## src/design/midrange_cs_pkg.sv

```systemverilog
// constants for the midrange select unit: register indices, field positions,
// reset values and the wait sequencer states.
// assumes a 32-bit ahb-lite register port and a 20-bit processor address.
package midrange_cs_pkg;

    // ------------------------------------------------------------------
    // register indices (byte address is four times the index)
    // ------------------------------------------------------------------
    localparam logic [9:0] MID_CFG_IDX = 10'h0a6;
    localparam logic [9:0] AUX_CFG_IDX = 10'h0a8;
    localparam logic [9:0] STATUS_IDX = 10'h0aa;

    // ------------------------------------------------------------------
    // field positions
    // ------------------------------------------------------------------
    localparam int BASE_HI = 15;
    localparam int BASE_LO = 9;
    localparam int SIZE_HI = 14;
    localparam int SIZE_LO = 8;
    localparam int PIN_FUNC_BIT = 7;
    localparam int SPACE_BIT = 6;
    localparam int READY_MODE_BIT = 2;
    localparam int WAIT_HI = 1;
    localparam int WAIT_LO = 0;

    // ------------------------------------------------------------------
    // offsets of the two upper peripheral selects inside the 2K block
    // ------------------------------------------------------------------
    localparam logic [2:0] PCS5_OFS = 3'h5;
    localparam logic [2:0] PCS6_OFS = 3'h6;

    // ------------------------------------------------------------------
    // values after reset
    // ------------------------------------------------------------------
    localparam logic [3:0] MID_OFF = 4'hf;
    localparam logic [1:0] PINS_OFF = 2'h3;
    localparam logic [1:0] WAIT_RST = 2'h0;

    // ------------------------------------------------------------------
    // wait sequencer states
    // ------------------------------------------------------------------
    typedef enum logic [1:0] {
        SEQ_IDLE = 2'b00,
        SEQ_COUNT = 2'b01,
        SEQ_READY = 2'b10
    } seq_state_e;

endpackage

```

## src/design/wait_ctl_if.sv

```systemverilog
// control link between the select unit and one wait-state sequencer.
// assumes both ends run on the same processor clock.
`timescale 1ns/10ps
interface wait_ctl_if;
    logic start;
    logic finish;
    logic ext_ready;
    logic ready_mode;
    logic [1:0] wait_states;
    logic ready;

    modport seq (input start, input finish, input ext_ready, input ready_mode,
                 input wait_states, output ready);
    modport ctl (output start, output finish, output ext_ready, output ready_mode,
                 output wait_states, input ready);
endinterface

```

## src/design/midrange_chip_select_unit.sv

```systemverilog
// midrange memory selects and the shared auxiliary select configuration,
// with an ahb-lite slave for the two configuration registers and a status word.
// assumes the bus unit pulses i_cyc_start in the address cycle of each bus
// cycle and i_cyc_end in its last cycle, both synchronous to i_clk.
//
// Added by the designer: register access over AHB-Lite.
`timescale 1ns/10ps

// Functional notes
// midrange selects stay off until both configuration registers are written
// midrange selects follow the multiplexed bus, one register stage after start
// base bits 15..9 give address 19..13; low thirteen bits are zero
// software aligns the block base to the total block size
// software uses base zero only while the lower memory select is off
// software never places a 512K block at 80000h
// software keeps the midrange range clear of other select ranges
// midrange bit 2: 0 waits for external ready, 1 ignores it
// midrange bits 1..0 insert zero to three wait states
// auxiliary bits 14..8 one-hot total size; each select covers a quarter
// software sets exactly one block size bit
// auxiliary bit 7: 1 chip selects, 0 pins carry A1 and A2
// in address mode the upper pins show latched A2 and A1
// address mode starts after an auxiliary write alone
// auxiliary bit 6: 1 memory cycles, 0 I/O cycles for peripheral selects
// auxiliary bit 2 sets ready mode of the upper peripheral selects only
// auxiliary bits 1..0 give their zero to three wait states
// software clears programmable I/O mode and direction of the pins
// software writes ones into the reserved bits
// configuration registers hold no defined value after reset
// exactly one of four midrange selects, picked by address above quarter size
module midrange_chip_select_unit
    import midrange_cs_pkg::*;
(
    input wire logic i_clk,
    input wire logic i_sys_rst,
    input wire logic i_ce,
    input wire logic i_hsel,
    input wire logic [31:0] i_haddr,
    input wire logic [1:0] i_htrans,
    input wire logic i_hwrite,
    input wire logic [2:0] i_hsize,
    input wire logic [31:0] i_hwdata,
    input wire logic i_hready,
    output logic o_hreadyout,
    output logic o_hresp,
    output logic [31:0] o_hrdata,
    input wire logic i_cyc_start,
    input wire logic i_cyc_end,
    input wire logic [19:0] i_addr,
    input wire logic i_mem_cycle,
    input wire logic i_ext_ready,
    input wire logic [8:0] i_peripheral_base,
    input wire logic i_peripheral_base_valid,
    output logic [3:0] o_midrange_selects_n,
    output logic [1:0] o_upper_peripheral_pins,
    output logic o_cycle_ready
);

    // ------------------------------------------------------------------
    // helpers
    // ------------------------------------------------------------------
    // address bits 19..13+i compared for one-hot size bit i; zero size compares none
    function automatic logic [6:0] size_mask(input logic [6:0] m);
        logic [6:0] r;
        r = 7'h00;
        for (int i = 0; i < 7; i++) begin
            r[i] = |(m & 7'((8'h01 << (i + 1)) - 8'h01));
        end
        return r;
    endfunction

    // the two address bits just above the quarter size
    function automatic logic [1:0] quarter_idx(input logic [6:0] m, input logic [19:0] a);
        logic [1:0] r;
        r = 2'h0;
        for (int i = 0; i < 7; i++) begin
            if (m[i]) begin
                r = a[12 + i -: 2];
            end
        end
        return r;
    endfunction

    // ------------------------------------------------------------------
    // declarations
    // ------------------------------------------------------------------
    logic [15:0] mid_cfg_reg;
    logic [15:0] aux_cfg_reg;
    logic mid_written_reg;
    logic aux_written_reg;
    logic dp_write_reg;
    logic [9:0] dp_idx_reg;
    logic [19:0] lat_addr_reg;
    logic lat_mem_reg;
    logic [3:0] mid_sel_n_reg;
    logic [1:0] pins_reg;
    logic [1:0] grp_reg;
    logic addr_phase;
    logic wr_mid;
    logic wr_aux;
    logic [6:0] mid_base;
    logic [6:0] mid_size;
    logic mid_en;
    logic mid_hit;
    logic [1:0] mid_idx;
    logic pin_func;
    logic space_mem;
    logic pcs_cs_mode;
    logic pcs_addr_mode;
    logic pcs_blk;
    logic pcs5_hit;
    logic pcs6_hit;
    logic pcs_hit;
    logic [15:0] rd_word;

    wait_ctl_if mid_w();
    wait_ctl_if pcs_w();

    // ------------------------------------------------------------------
    // ahb-lite decode
    // ------------------------------------------------------------------
    // stalling on a frozen clock keeps the master from losing a write
    assign o_hreadyout = i_ce;
    assign o_hresp = 1'b0;
    assign addr_phase = i_hsel && i_htrans[1] && i_hready;
    assign wr_mid = dp_write_reg && (dp_idx_reg == MID_CFG_IDX);
    assign wr_aux = dp_write_reg && (dp_idx_reg == AUX_CFG_IDX);

    // address phase capture; only word transfers are expected, hsize unused
    always_ff @(posedge i_clk) begin
        if (i_sys_rst) begin
            dp_write_reg <= 1'b0;
            dp_idx_reg <= 10'h000;
        end else if (i_ce) begin
            dp_write_reg <= addr_phase && i_hwrite;
            dp_idx_reg <= addr_phase ? i_haddr[11:2] : 10'h000;
        end
    end

    // no reset on the contents: unknown until software writes them
    always_ff @(posedge i_clk) begin
        if (i_ce && wr_mid) begin
            mid_cfg_reg <= i_hwdata[15:0];
        end
        if (i_ce && wr_aux) begin
            aux_cfg_reg <= i_hwdata[15:0];
        end
    end

    // write-seen flags gate the outputs
    always_ff @(posedge i_clk) begin
        if (i_sys_rst) begin
            mid_written_reg <= 1'b0;
            aux_written_reg <= 1'b0;
        end else if (i_ce) begin
            mid_written_reg <= mid_written_reg || wr_mid;
            aux_written_reg <= aux_written_reg || wr_aux;
        end
    end

    // read mux from flops; unmapped words read zero
    always_comb begin
        rd_word = 16'h0000;
        unique case (dp_idx_reg)
            MID_CFG_IDX: rd_word = mid_cfg_reg;
            AUX_CFG_IDX: rd_word = aux_cfg_reg;
            STATUS_IDX: rd_word = {9'h000, pins_reg, mid_en, pcs_w.ready, mid_w.ready,
                                   aux_written_reg, mid_written_reg};
            default: rd_word = 16'h0000;
        endcase
    end
    assign o_hrdata = {16'h0000, rd_word};

    // ------------------------------------------------------------------
    // field decode
    // ------------------------------------------------------------------
    assign mid_base = mid_cfg_reg[BASE_HI:BASE_LO];
    assign mid_size = aux_cfg_reg[SIZE_HI:SIZE_LO];
    assign pin_func = aux_cfg_reg[PIN_FUNC_BIT];
    assign space_mem = aux_cfg_reg[SPACE_BIT];
    assign mid_en = mid_written_reg && aux_written_reg;

    // ------------------------------------------------------------------
    // address decode for the starting cycle
    // ------------------------------------------------------------------
    // a malformed size field gives odd decodes, not a lockup
    assign mid_hit = mid_en && i_mem_cycle && (mid_size != 7'h00)
                     && (((i_addr[19:13] ^ mid_base) & size_mask(mid_size)) == 7'h00);
    assign mid_idx = quarter_idx(mid_size, i_addr);
    assign pcs_cs_mode = aux_written_reg && pin_func && i_peripheral_base_valid;
    assign pcs_addr_mode = aux_written_reg && !pin_func;
    assign pcs_blk = pcs_cs_mode && (i_mem_cycle == space_mem)
                     && (i_addr[19:11] == i_peripheral_base);
    assign pcs5_hit = pcs_blk && (i_addr[10:8] == PCS5_OFS);
    assign pcs6_hit = pcs_blk && (i_addr[10:8] == PCS6_OFS);
    assign pcs_hit = pcs5_hit || pcs6_hit;

    // ------------------------------------------------------------------
    // select outputs
    // ------------------------------------------------------------------
    // registered one edge after start, i.e. the later multiplexed-bus timing
    always_ff @(posedge i_clk) begin
        if (i_sys_rst) begin
            lat_addr_reg <= 20'h00000;
            lat_mem_reg <= 1'b0;
            mid_sel_n_reg <= MID_OFF;
            pins_reg <= PINS_OFF;
            grp_reg <= 2'h0;
        end else if (i_ce) begin
            if (i_cyc_start) begin
                lat_addr_reg <= i_addr;
                lat_mem_reg <= i_mem_cycle;
                mid_sel_n_reg <= mid_hit ? ~(4'h1 << mid_idx) : MID_OFF;
                grp_reg <= {pcs_hit, mid_hit};
                if (pcs_addr_mode) begin
                    pins_reg <= {i_addr[2], i_addr[1]};
                end else begin
                    pins_reg <= ~{pcs6_hit, pcs5_hit};
                end
            end else if (i_cyc_end) begin
                mid_sel_n_reg <= MID_OFF;
                grp_reg <= 2'h0;
                // latched address stays on the pins until the next cycle
                if (!pcs_addr_mode) begin
                    pins_reg <= PINS_OFF;
                end
            end else if (!pcs_addr_mode && !grp_reg[1]) begin
                // a stale latched address must not read as active selects after a mode change
                pins_reg <= PINS_OFF;
            end
        end
    end
    assign o_midrange_selects_n = mid_sel_n_reg;
    assign o_upper_peripheral_pins = pins_reg;

    // ------------------------------------------------------------------
    // wait and ready sequencing
    // ------------------------------------------------------------------
    assign mid_w.start = i_cyc_start && mid_hit;
    assign mid_w.finish = i_cyc_end;
    assign mid_w.ext_ready = i_ext_ready;
    assign mid_w.ready_mode = mid_cfg_reg[READY_MODE_BIT];
    assign mid_w.wait_states = mid_cfg_reg[WAIT_HI:WAIT_LO];
    assign pcs_w.start = i_cyc_start && pcs_hit;
    assign pcs_w.finish = i_cyc_end;
    assign pcs_w.ext_ready = i_ext_ready;
    assign pcs_w.ready_mode = aux_cfg_reg[READY_MODE_BIT];
    assign pcs_w.wait_states = aux_cfg_reg[WAIT_HI:WAIT_LO];

    wait_sequencer u_mid_seq (
        .i_clk(i_clk),
        .i_sys_rst(i_sys_rst),
        .i_ce(i_ce),
        .w(mid_w.seq)
    );

    wait_sequencer u_pcs_seq (
        .i_clk(i_clk),
        .i_sys_rst(i_sys_rst),
        .i_ce(i_ce),
        .w(pcs_w.seq)
    );

    // cycles outside both groups are not held by this unit
    assign o_cycle_ready = grp_reg[0] ? mid_w.ready : (grp_reg[1] ? pcs_w.ready : 1'b1);
endmodule

```

## src/design/wait_sequencer.sv

```systemverilog
// wait-state and ready sequencer for one group of selects.
// assumes start comes once per bus cycle and finish ends that cycle.
`timescale 1ns/10ps
module wait_sequencer
    import midrange_cs_pkg::*;
(
    input wire logic i_clk,
    input wire logic i_sys_rst,
    input wire logic i_ce,
    wait_ctl_if.seq w
);

    seq_state_e state_reg, state_next;
    logic [1:0] count_reg, count_next;

    // ------------------------------------------------------------------
    // state and counter
    // ------------------------------------------------------------------
    always_ff @(posedge i_clk) begin
        if (i_sys_rst) begin
            state_reg <= SEQ_IDLE;
            count_reg <= WAIT_RST;
        end else if (i_ce) begin
            state_reg <= state_next;
            count_reg <= count_next;
        end
    end

    // programmed waits always run out before ready is even looked at
    always_comb begin
        state_next = state_reg;
        count_next = count_reg;
        unique case (state_reg)
            SEQ_IDLE: begin
                if (w.start) begin
                    count_next = w.wait_states;
                    state_next = SEQ_COUNT;
                end
            end
            SEQ_COUNT: begin
                if (w.finish) begin
                    state_next = SEQ_IDLE;
                end else if (count_reg != 2'h0) begin
                    count_next = count_reg - 2'h1;
                end else if (w.ready_mode || w.ext_ready) begin
                    state_next = SEQ_READY;
                end
            end
            SEQ_READY: begin
                if (w.finish) begin
                    state_next = SEQ_IDLE;
                end
            end
            default: begin
                state_next = SEQ_IDLE;
            end
        endcase
    end

    assign w.ready = (state_reg == SEQ_READY);
endmodule

```

## config.mk

```make
export PLATFORM = sky130hd
export DESIGN_NAME = midrange_chip_select_unit
export DESIGN_NICKNAME = d
export VERILOG_FILES = /design/src/design/midrange_cs_pkg.sv /design/src/design/wait_ctl_if.sv /design/src/design/midrange_chip_select_unit.sv /design/src/design/wait_sequencer.sv
export SDC_FILE = /design/constraint.sdc
export NUM_CORES = 1
export LEC_CHECK = 0
export BUFFER_PORTS_ARGS = -buffer_cell sky130_fd_sc_hd__buf_2
export CAP_MARGIN = 25
export CORE_MARGIN = 10
export CORE_UTILIZATION = 42
export DETAILED_ROUTE_END_ITERATION = 8
export PLACE_DENSITY = 0.78
export SETUP_SLACK_MARGIN = 0.2
export SYNTH_ARGS = -nofsm -noshare
export SYNTH_HDL_FRONTEND = slang
export SYNTH_SLANG_ARGS = --single-unit
```

## constraint.sdc

```tcl
create_clock -name i_clk -period 2.2 [get_ports i_clk]
set_input_delay 0.33 -clock i_clk [delete_from_list [all_inputs] [get_ports i_clk]]
set_output_delay 0.33 -clock i_clk [all_outputs]
set_load 0.03 [all_outputs]
```

-- After elaboration in Yosys (flattened, before gate mapping)
Cells that the tools add are included.
- bits in registers: 61
- input bits: 109
- word-level logic and storage cells: 134
- add/subtract/negate cells: 2
- equality and inequality tests: 24
- shift operators: 1
- multiplexer cells: 39
- bitwise logic cells: 4
- reduce and logical (&&, ||, !) cells: 51
- operators by type and width (kind ; number):
    $mux 2 ; 28
    $pmux 16 s3 ; 1
    $eq 10x8->1 const B ; 3
    $logic_and 1x1->1 ; 21
    $reduce_and 5->1 ; 4
    $mux 4 ; 3
    $ne 2x2->1 const B ; 6
    $pmux 2 s3 ; 2
    $mux 10 ; 1
    $reduce_bool 2->1 ; 5
    $eq 9x9->1 ; 1
    $ne 3x3->1 const B ; 3
    $pmux 2 s2 ; 2
    $and 7x7->7 ; 1
    $logic_not 7->1 ; 1
    $reduce_bool 7->1 ; 1
    $reduce_or 7->1 ; 1
    $xor 7x7->7 ; 1
    $eq 3x3->1 const B ; 2
    $ne 3x2->1 const B ; 2
    $reduce_or 6->1 ; 1
    $logic_or 1x1->1 ; 5
    $reduce_or 5->1 ; 1
    $eq 2x1->1 const B ; 2
    16 further kinds ; 23

-- Logic depth before layout (Yosys ltp)
Gate-level depths: netlist of the first run.
- depth in word-level cells: 11
- gate-level depth with buffers: 7
- depth with buffers taken out: 7

-- By module
Synthesis of the first run repeated with hierarchy kept, for this count alone.
- cells, all modules: 319
- area total of the unflattened synthesis: 3201.8 um^2
- by module, submodules not included (module ; instances ; cells an instance ; area an instance (um^2)):
    midrange_chip_select_unit ; 1 ; 251 ; 2626.3
    wait_sequencer ; 2 ; 34 ; 287.8

-- Worst setup path after synthesis of the first run
OpenSTA, ideal clock, no wires.
- path type: register to register
- start: reg dp_idx_reg[8]
- end: reg aux_cfg_reg[0], enable pin
- library setup time: 0.374 ns
- arrival: 1.807 ns
- data required time: 1.826 ns
- slack: 0.019 ns
- stages on the path, launching flop included: 7
- clock period less this slack: 2.181 ns
- path through: dfxtp_1 -> nand4bb_1 -> nor4_1 -> nand3b_1 -> nor2_1 -> clkbuf_1 -> and3_1
- word-level cells in the longest chain between the ends: 3
- RTL lines (item ; line ; RTL):
    start, declared ; midrange_chip_select_unit.sv:92 ; logic [9:0] dp_idx_reg;
    start signal, assigned ; midrange_chip_select_unit.sv:136 ; dp_idx_reg <= addr_phase ? i_haddr[11:2] : 10'h000;
    $eq 10x8->1 ; midrange_chip_select_unit.sv:127 ; assign wr_aux = dp_write_reg && (dp_idx_reg == AUX_CFG_IDX);
    $logic_and 1x1->1 ; midrange_chip_select_unit.sv:127 ;
    $logic_and 1x1->1 ; midrange_chip_select_unit.sv:145 ; if (i_ce && wr_aux) begin
    end signal, assigned ; midrange_chip_select_unit.sv:146 ; aux_cfg_reg <= i_hwdata[15:0];
    end, declared ; midrange_chip_select_unit.sv:88 ; logic [15:0] aux_cfg_reg;
No other way between the ends.
A chain may end at the register's enable or synchronous reset.

-- Worst setup path in the final report of the first run
- start: reg dp_idx_reg[8]
- end: out o_hrdata[9]
- word-level cells in the longest chain between the ends: 2
- RTL lines (item ; line ; RTL):
    $eq 10x8->1 ; midrange_chip_select_unit.sv:164 ; unique case (dp_idx_reg)
    $pmux 16 s3 (*) ; midrange_chip_select_unit.sv:164 ;
    end, declared ; midrange_chip_select_unit.sv:46 ; output logic [31:0] o_hrdata,
Every way passes the cells marked *; elsewhere a longest branch is shown, timed or not.

==> results of run 1 <==
## metrics by stage
step	cells	setup TNS, ps
after floorplan	334	0
after global placement	497	0
after detailed placement	497	0
after CTS	515	-2.74
after global routing	516	-2240
final	516	-972
## placed cells by master, fill, tap and decap left out, types with 5 or more instances in the layout
cell	synthesis	routed
buf_2	0	68
edfxtp_1	32	32
dfxtp_1	29	27
nor2_1	27	26
nand2_1	22	21
a21oi_1	22	20
nor2b_1	17	17
conb_1	1	17
buf_6	0	15
buf_4	18	15
clkbuf_8	0	10
inv_1	9	9
o21ai_0	18	9
xnor2_1	9	9
xor2_1	9	9
mux2i_1	9	8
a22o_1	9	6
nand4_1	6	6
o21ai_2	0	5
a31oi_1	5	5
nand2b_1	5	5
## worst max-delay path by stage
stage              startpoint                     end  slack [ps]  depth (start not counted)
3_3_place_gp       i_addr[15]  u_pcs_seq.state_reg[0]          90                          7
3_5_place_dp   aux_cfg_reg[8]  u_mid_seq.count_reg[0]          60                          6
4_1_cts         dp_idx_reg[8]             o_hrdata[9]          -3                          6
2_1_floorplan   dp_idx_reg[8]             o_hrdata[3]         100                          7
6_report        dp_idx_reg[8]             o_hrdata[9]         -90                          6
5_1_grt         dp_idx_reg[8]             o_hrdata[9]        -170                          7
## cell families after synthesis
| group | count (synthesis) | synth area share (%) |
|---|---|---|
| simple gates | 105 | 18.5 |
| xor+xnor | 18 | 4.98 |
| fa+ha+maj | 2 | 0.790 |
| compound gates | 76 | 15.6 |
| mux | 13 | 4.27 |
| flops | 61 | 48.7 |
| other cells | 1 | 0.118 |
| buf+inv | 42 | 7.11 |
## metal layers
metal / global-route usage (%) / up-vias / share of wire (%)
met4: 7.83 / 0 / 2.1
met2: 26.5 / 127 / 50
met3: 5.99 / 13 / 8.6
met5: 0 / - / 0
li1: - / 1308 / -
met1: 16.8 / 1287 / 39
## layout make-up
cell class | instances | area share [%]
clock buffers | 11 | 3.43
clock inverters | 5 | 0.637
inverters | 9 | 0.819
multi-input cells | 231 | 38.7
flip-flops and latches | 61 | 37.4
well taps | 99 | 3.00
repair buffers | 100 | 16.0
## critical path, cell delays in order, from the launching register on
cell,delay [ps]
dfxtp_2,320
nand4bb_4,240
nor4_4,280
and4b_1,280
buf_12,160
a22o_1,190
buf_6,140
## power groups by stage
stage / registers (mW) / clock network [mW] / logic (mW)
5_1_grt: 1.20 / 0.932 / 0.224
3_3_place_gp: 1.22 / 0 / 0.190
4_1_cts: 1.20 / 0.862 / 0.199
3_5_place_dp: 1.22 / 0 / 0.194
2_1_floorplan: 1.22 / 0 / 0.135
6_report: 1.20 / 0.855 / 0.205
## repair_timing
action / CTS / global route
resized for setup: 38 / 15
hold buffers: 0 / 0
endpoints found under the setup margin: 24 / 57
buffers inserted: 2 / 1
pin swaps: 4 / 9
==> flow_summary.json, run 1 <==
{
  "status": "complete, but fails checks",
  "violations": "setup timing",
  "dr.pass1.iters": 4,
  "p_per_area_mw_per_mm2": 548,
  "clockPowerShare_pct": 37.8,
  "seq_power_share_pct": 53.1,
  "fin_ws_ps": -88.8,
  "endpoint_kind": "output pin",
  "regArea_sq_mm": 0.00154,
  "setup_viol": 16,
  "hp-start": "i_hwdata[3]",
  "place_congestion": 0.824,
  "p_total_mw": 2.26,
  "worstPathRequired_ps": 1870,
  "drt-vias-per-instance": 5.30,
  "antenna_found_initial": 0,
  "final_nets": 523,
  "syn-instance-count": 318,
  "cts_htree_levels": 3,
  "placed_area_sq_mm": 0.00373,
  "maxSlewViolCount": 0,
  "drc": 0,
  "synthDistinctLibCells": 54,
  "final_util_pct": 56.6,
  "synth_commonest_cells": "32 x edfxtp_1, 29 x dfxtp_1, 27 x nor2_1, 22 x a21oi_1, 22 x nand2_1",
  "final_area_sq_mm": 0.00413,
  "synth_area_leader_cell": "edfxtp_1",
  "p_sw_mw": 0.560,
  "port_buffers": 84,
  "critPathMaxFanout": 17,
  "synth_top_area_share_pct": 30.3,
  "chipWidth_um": 107,
  "num_rows": 31,
  "min_period_ps": 2290,
  "start_kind": "flip-flop",
  "grt_pass1_vias": 2953,
  "tightestPinTransition_ps": 683,
  "min_path_cells": 1,
  "irDropWorstVdd_v": 0.000455,
  "multi_input_area_sq_mm": 0.00160,
  "die_area_sq_mm": 0.0114,
  "ant_nets": 0,
  "drive_gt1_share_pct": 35.5,
  "r2r_end": "u_mid_seq.count_reg[1]",
  "wl_um": 8940,
  "yosysWarnings": 0,
  "skew_ps": 8.41,
  "drt_iter0_markers": 155,
  "hold_ws_ps": 177,
  "grt_max_degree": 37,
  "cell_internal_pwr_mw": 1.70,
  "hold_path_end": "aux_cfg_reg[3]",
  "post-route-period-util_pct": 104,
  "cts_tree": "yes",
  "cts_buffers": 9,
  "cts.sinks": 61,
  "yosysMostFrequentCell": "edfxtp_1",
  "grt_pass1_wl_um": 14300,
  "syn2layout_area_growth_pct": 30.3,
  "r2r_cells": 7,
  "initial_core_util_pct": 43.4,
  "clk_pin_slew_ps": 60,
  "finalHoldViolCount": 0,
  "async_reset_ff_share_pct": 0,
  "syn_area_per_cell_sq_um": 9.96,
  "die_y_um": 107,
  "clk_latency_ps": 340,
  "synth-edff-count": 32,
  "r2r-start": "aux_cfg_reg[9]",
  "io_pins": 150,
  "grt_overflow": 0,
  "core_sq_mm": 0.00729,
  "comb_power_share_pct": 9.1,
  "arrival_ps": 1960,
  "pre_cts_slack_ps": 57.4,
  "ys_seq_area_share_pct": 48.7,
  "synthTopCellsByArea": "edfxtp_1 30%, dfxtp_1 18%, buf_4 4.3%",
  "track_usage_pct": 15.7,
  "syn-cell-area_sq_mm": 0.00317,
  "critical_path_class": "flip-flop to output pin",
  "ys_seq_elements": 61,
  "swShare_pct": 24.8,
  "slew_headroom_pct": 54.5,
  "cts_root_buf": "clkbuf_8",
  "synth_ff_type": "edfxtp_1",
  "place_hpwl_um": 6640,
  "drt-wirelength-per-cell_um": 17.3,
  "clk_path_buf_depth": 2,
  "rsz0062_at_grt": "yes",
  "vias": 2735,
  "r2r_slack_ps": 160,
  "n_fill_cell": 649,
  "drv_cap": 0,
  "fmaxAchievable_mhz": 437,
  "antenna_cells": 0,
  "power_leakage_nw": 1.59,
  "hp-class": "input port to flip-flop"
}
No activity file was read; power rests on OpenSTA's default activity.
==> run 2, diff against run 1 <==
--- a/config.mk
+++ b/config.mk
@@ -7,10 +7,12 @@
 export LEC_CHECK = 0
 export BUFFER_PORTS_ARGS = -buffer_cell sky130_fd_sc_hd__buf_2
 export CAP_MARGIN = 25
+export CELL_PAD_IN_SITES_DETAIL_PLACEMENT = 0
+export CELL_PAD_IN_SITES_GLOBAL_PLACEMENT = 2
 export CORE_MARGIN = 10
-export CORE_UTILIZATION = 42
+export CORE_UTILIZATION = 24
 export DETAILED_ROUTE_END_ITERATION = 8
-export PLACE_DENSITY = 0.78
+export PLACE_DENSITY_LB_ADDON = 0.1
 export SETUP_SLACK_MARGIN = 0.2
 export SYNTH_ARGS = -nofsm -noshare
 export SYNTH_HDL_FRONTEND = slang
==> run 2 against run 1 <==
  * The flow still finishes with violations (setup timing)
  * Critical path depth unchanged
  * Sequential share of layout area fell by 2.8 points
  * Count of clock-buffer cells in the layout fell by 1
  * Global-route usage shrank 4.3 points
  * Register-to-register slack lost 20 ps
  * First-iteration DRC count decreased by 28%
  * Wire length increased by 16%
  * Critical endpoint is now o_hrdata[14]
  * Largest cell class unchanged
  * Highest routed layer unchanged
==> flow_summary.json, run 2 (synthesis results as in run 1) <==
{
  "violations": "setup timing",
  "grt_max_degree": 37,
  "place_congestion": 0.706,
  "fmaxAchievable_mhz": 441,
  "drt_iter0_markers": 111,
  "syn2layout_area_growth_pct": 40.7,
  "crit_top_cell": "buf_4",
  "critical-path-slowest-cell": "and4b_2",
  "grt_overflow": 0,
  "clk_pin_slew_ps": 60,
  "min_period_ps": 2270,
  "maxSlewViolCount": 0,
  "final_nets": 538,
  "vias": 2700,
  "slew_headroom_pct": 52.0,
  "worstPathRequired_ps": 1870,
  "grt_pass1_wl_um": 15800,
  "skew_ps": 5.42,
  "hold_ws_ps": 178,
  "r2r-start": "aux_cfg_reg[8]",
  "critPathMaxFanout": 6,
  "endpoint_kind": "output pin",
  "dr.pass1.iters": 4,
  "p_total_mw": 2.77,
  "hp-class": "input port to flip-flop",
  "antenna_cells": 0,
  "num_rows": 41,
  "chipWidth_um": 135,
  "port_buffers": 84,
  "hp-start": "i_hwdata[5]",
  "cts_htree_levels": 3,
  "fin_ws_ps": -69.3,
  "clk_latency_ps": 340,
  "power_leakage_nw": 1.73,
  "setup_viol": 11,
  "post-route-period-util_pct": 103,
  "cts_tree": "yes",
  "clk_path_buf_depth": 2,
  "track_usage_pct": 11.4,
  "grt_pass1_vias": 2818,
  "final_util_pct": 34.9,
  "initial_core_util_pct": 24.8,
  "start_kind": "flip-flop",
  "drv_cap": 0,
  "worstPathCellList": "nand4bb_4 -> nor4_4 -> and4b_2 -> buf_4 -> a22o_1 -> buf_4",
  "wl_um": 10400,
  "mostFrequentLayoutCell": "buf_2",
  "slowest_delay_ps": 330,
  "core_sq_mm": 0.0128,
  "rsz0062_at_grt": "yes",
  "arrival_ps": 1940,
  "place_hpwl_um": 7920,
  "drive_gt1_share_pct": 39.1,
  "crit_start": "dp_idx_reg[6]",
  "irDropWorstVdd_v": 0.000588,
  "cts.sinks": 61,
  "io_pins": 150,
  "drt-vias-per-instance": 4.47,
  "finalHoldViolCount": 0,
  "critical_path_class": "flip-flop to output pin",
  "ant_nets": 0,
  "die_y_um": 135,
  "drt-wirelength-per-cell_um": 17.2,
  "cts_buffers": 9,
  "antenna_found_initial": 0,
  "die_area_sq_mm": 0.0182,
  "status": "complete, but fails checks",
  "min_path_cells": 1,
  "r2r_cells": 8,
  "p_per_area_mw_per_mm2": 621,
  "hold_buffers": 0,
  "drc": 0,
  "mostFrequentLayoutCells": "68 x buf_2, 32 x edfxtp_1, 30 x buf_4, 28 x dfxtp_1, 27 x nor2_1",
  "tightestPinTransition_ps": 720,
  "cts_root_buf": "clkbuf_16"
}
[run 2: cell types whose count changed in the layout (fill, tap and decap cells not counted), moves of 3 or more]
cell	change
buf_4	+15
clkbuf_16	+9
clkbuf_8	-9
clkinv_2	-3
o21ai_1	-3
o21ai_2	+3
[run 2: final cells by class]
type | count | area [sq um]
inverters | 9 | 33.8
repair buffers | 114 | 746
clock inverters | 6 | 46.3
clock buffers | 10 | 239
well taps | 172 | 215
fillers | 1333 | 8320
multi-input cells | 232 | 1630
flip-flops and latches | 61 | 1540
[run 2: path summary, 6_finish.rpt]
kind	end	slack (ps)
hold / removal	mid_cfg_reg[5]	180
setup / recovery	o_hrdata[14]	-70
setup reg to reg	u_mid_seq.count_reg[0]	140
hold reg to reg	grp_reg[1]	470
[run 2: stage by stage]
step	setup TNS (ps)	cell area, sq um	worst slack [ps]	std cells
global route	-2340	4460	-178	604
global placement	-23.1	3880	-23.1	582
detailed placement	-45.3	3880	-45.3	582
floorplan	0	3250	104	334
CTS	-355	4310	-55.6	602
finish	-425	4460	-69.3	604
[run 2: per-layer routing]
metal | vias to the layer above | global-route usage (%) | routed length (um)
li1 | 1339 | - | -
met1 | 1289 | 14.0 | 4640
met2 | 62 | 18.0 | 4960
met3 | 10 | 3.93 | 671
met4 | 0 | 3.99 | 132
met5 | - | 0 | 0
[run 2: report_power, final]
group	internal [mW]	total (mW)	switching (mW)
Combinational	0.0768	0.211	0.134
Clock	0.800	1.35	0.554
Sequential	1.20	1.20	0.00307
[run 2: worst max-delay path: cells and delay by family (launching register included)]
| kind | cells | cell delay, ps |
|---|---|---|
| compound gates | 1 | 160 |
| buf+inv | 2 | 330 |
| flops | 1 | 310 |
| simple gates | 3 | 780 |
[run 2: what timing repair did]
action | in CTS | in global routing
pin swaps | 8 | 14
gates resized for setup | 33 | 29
gates cloned | 0 | 1
endpoints found under the setup margin | 29 | 58
buffers inserted | 4 | 1
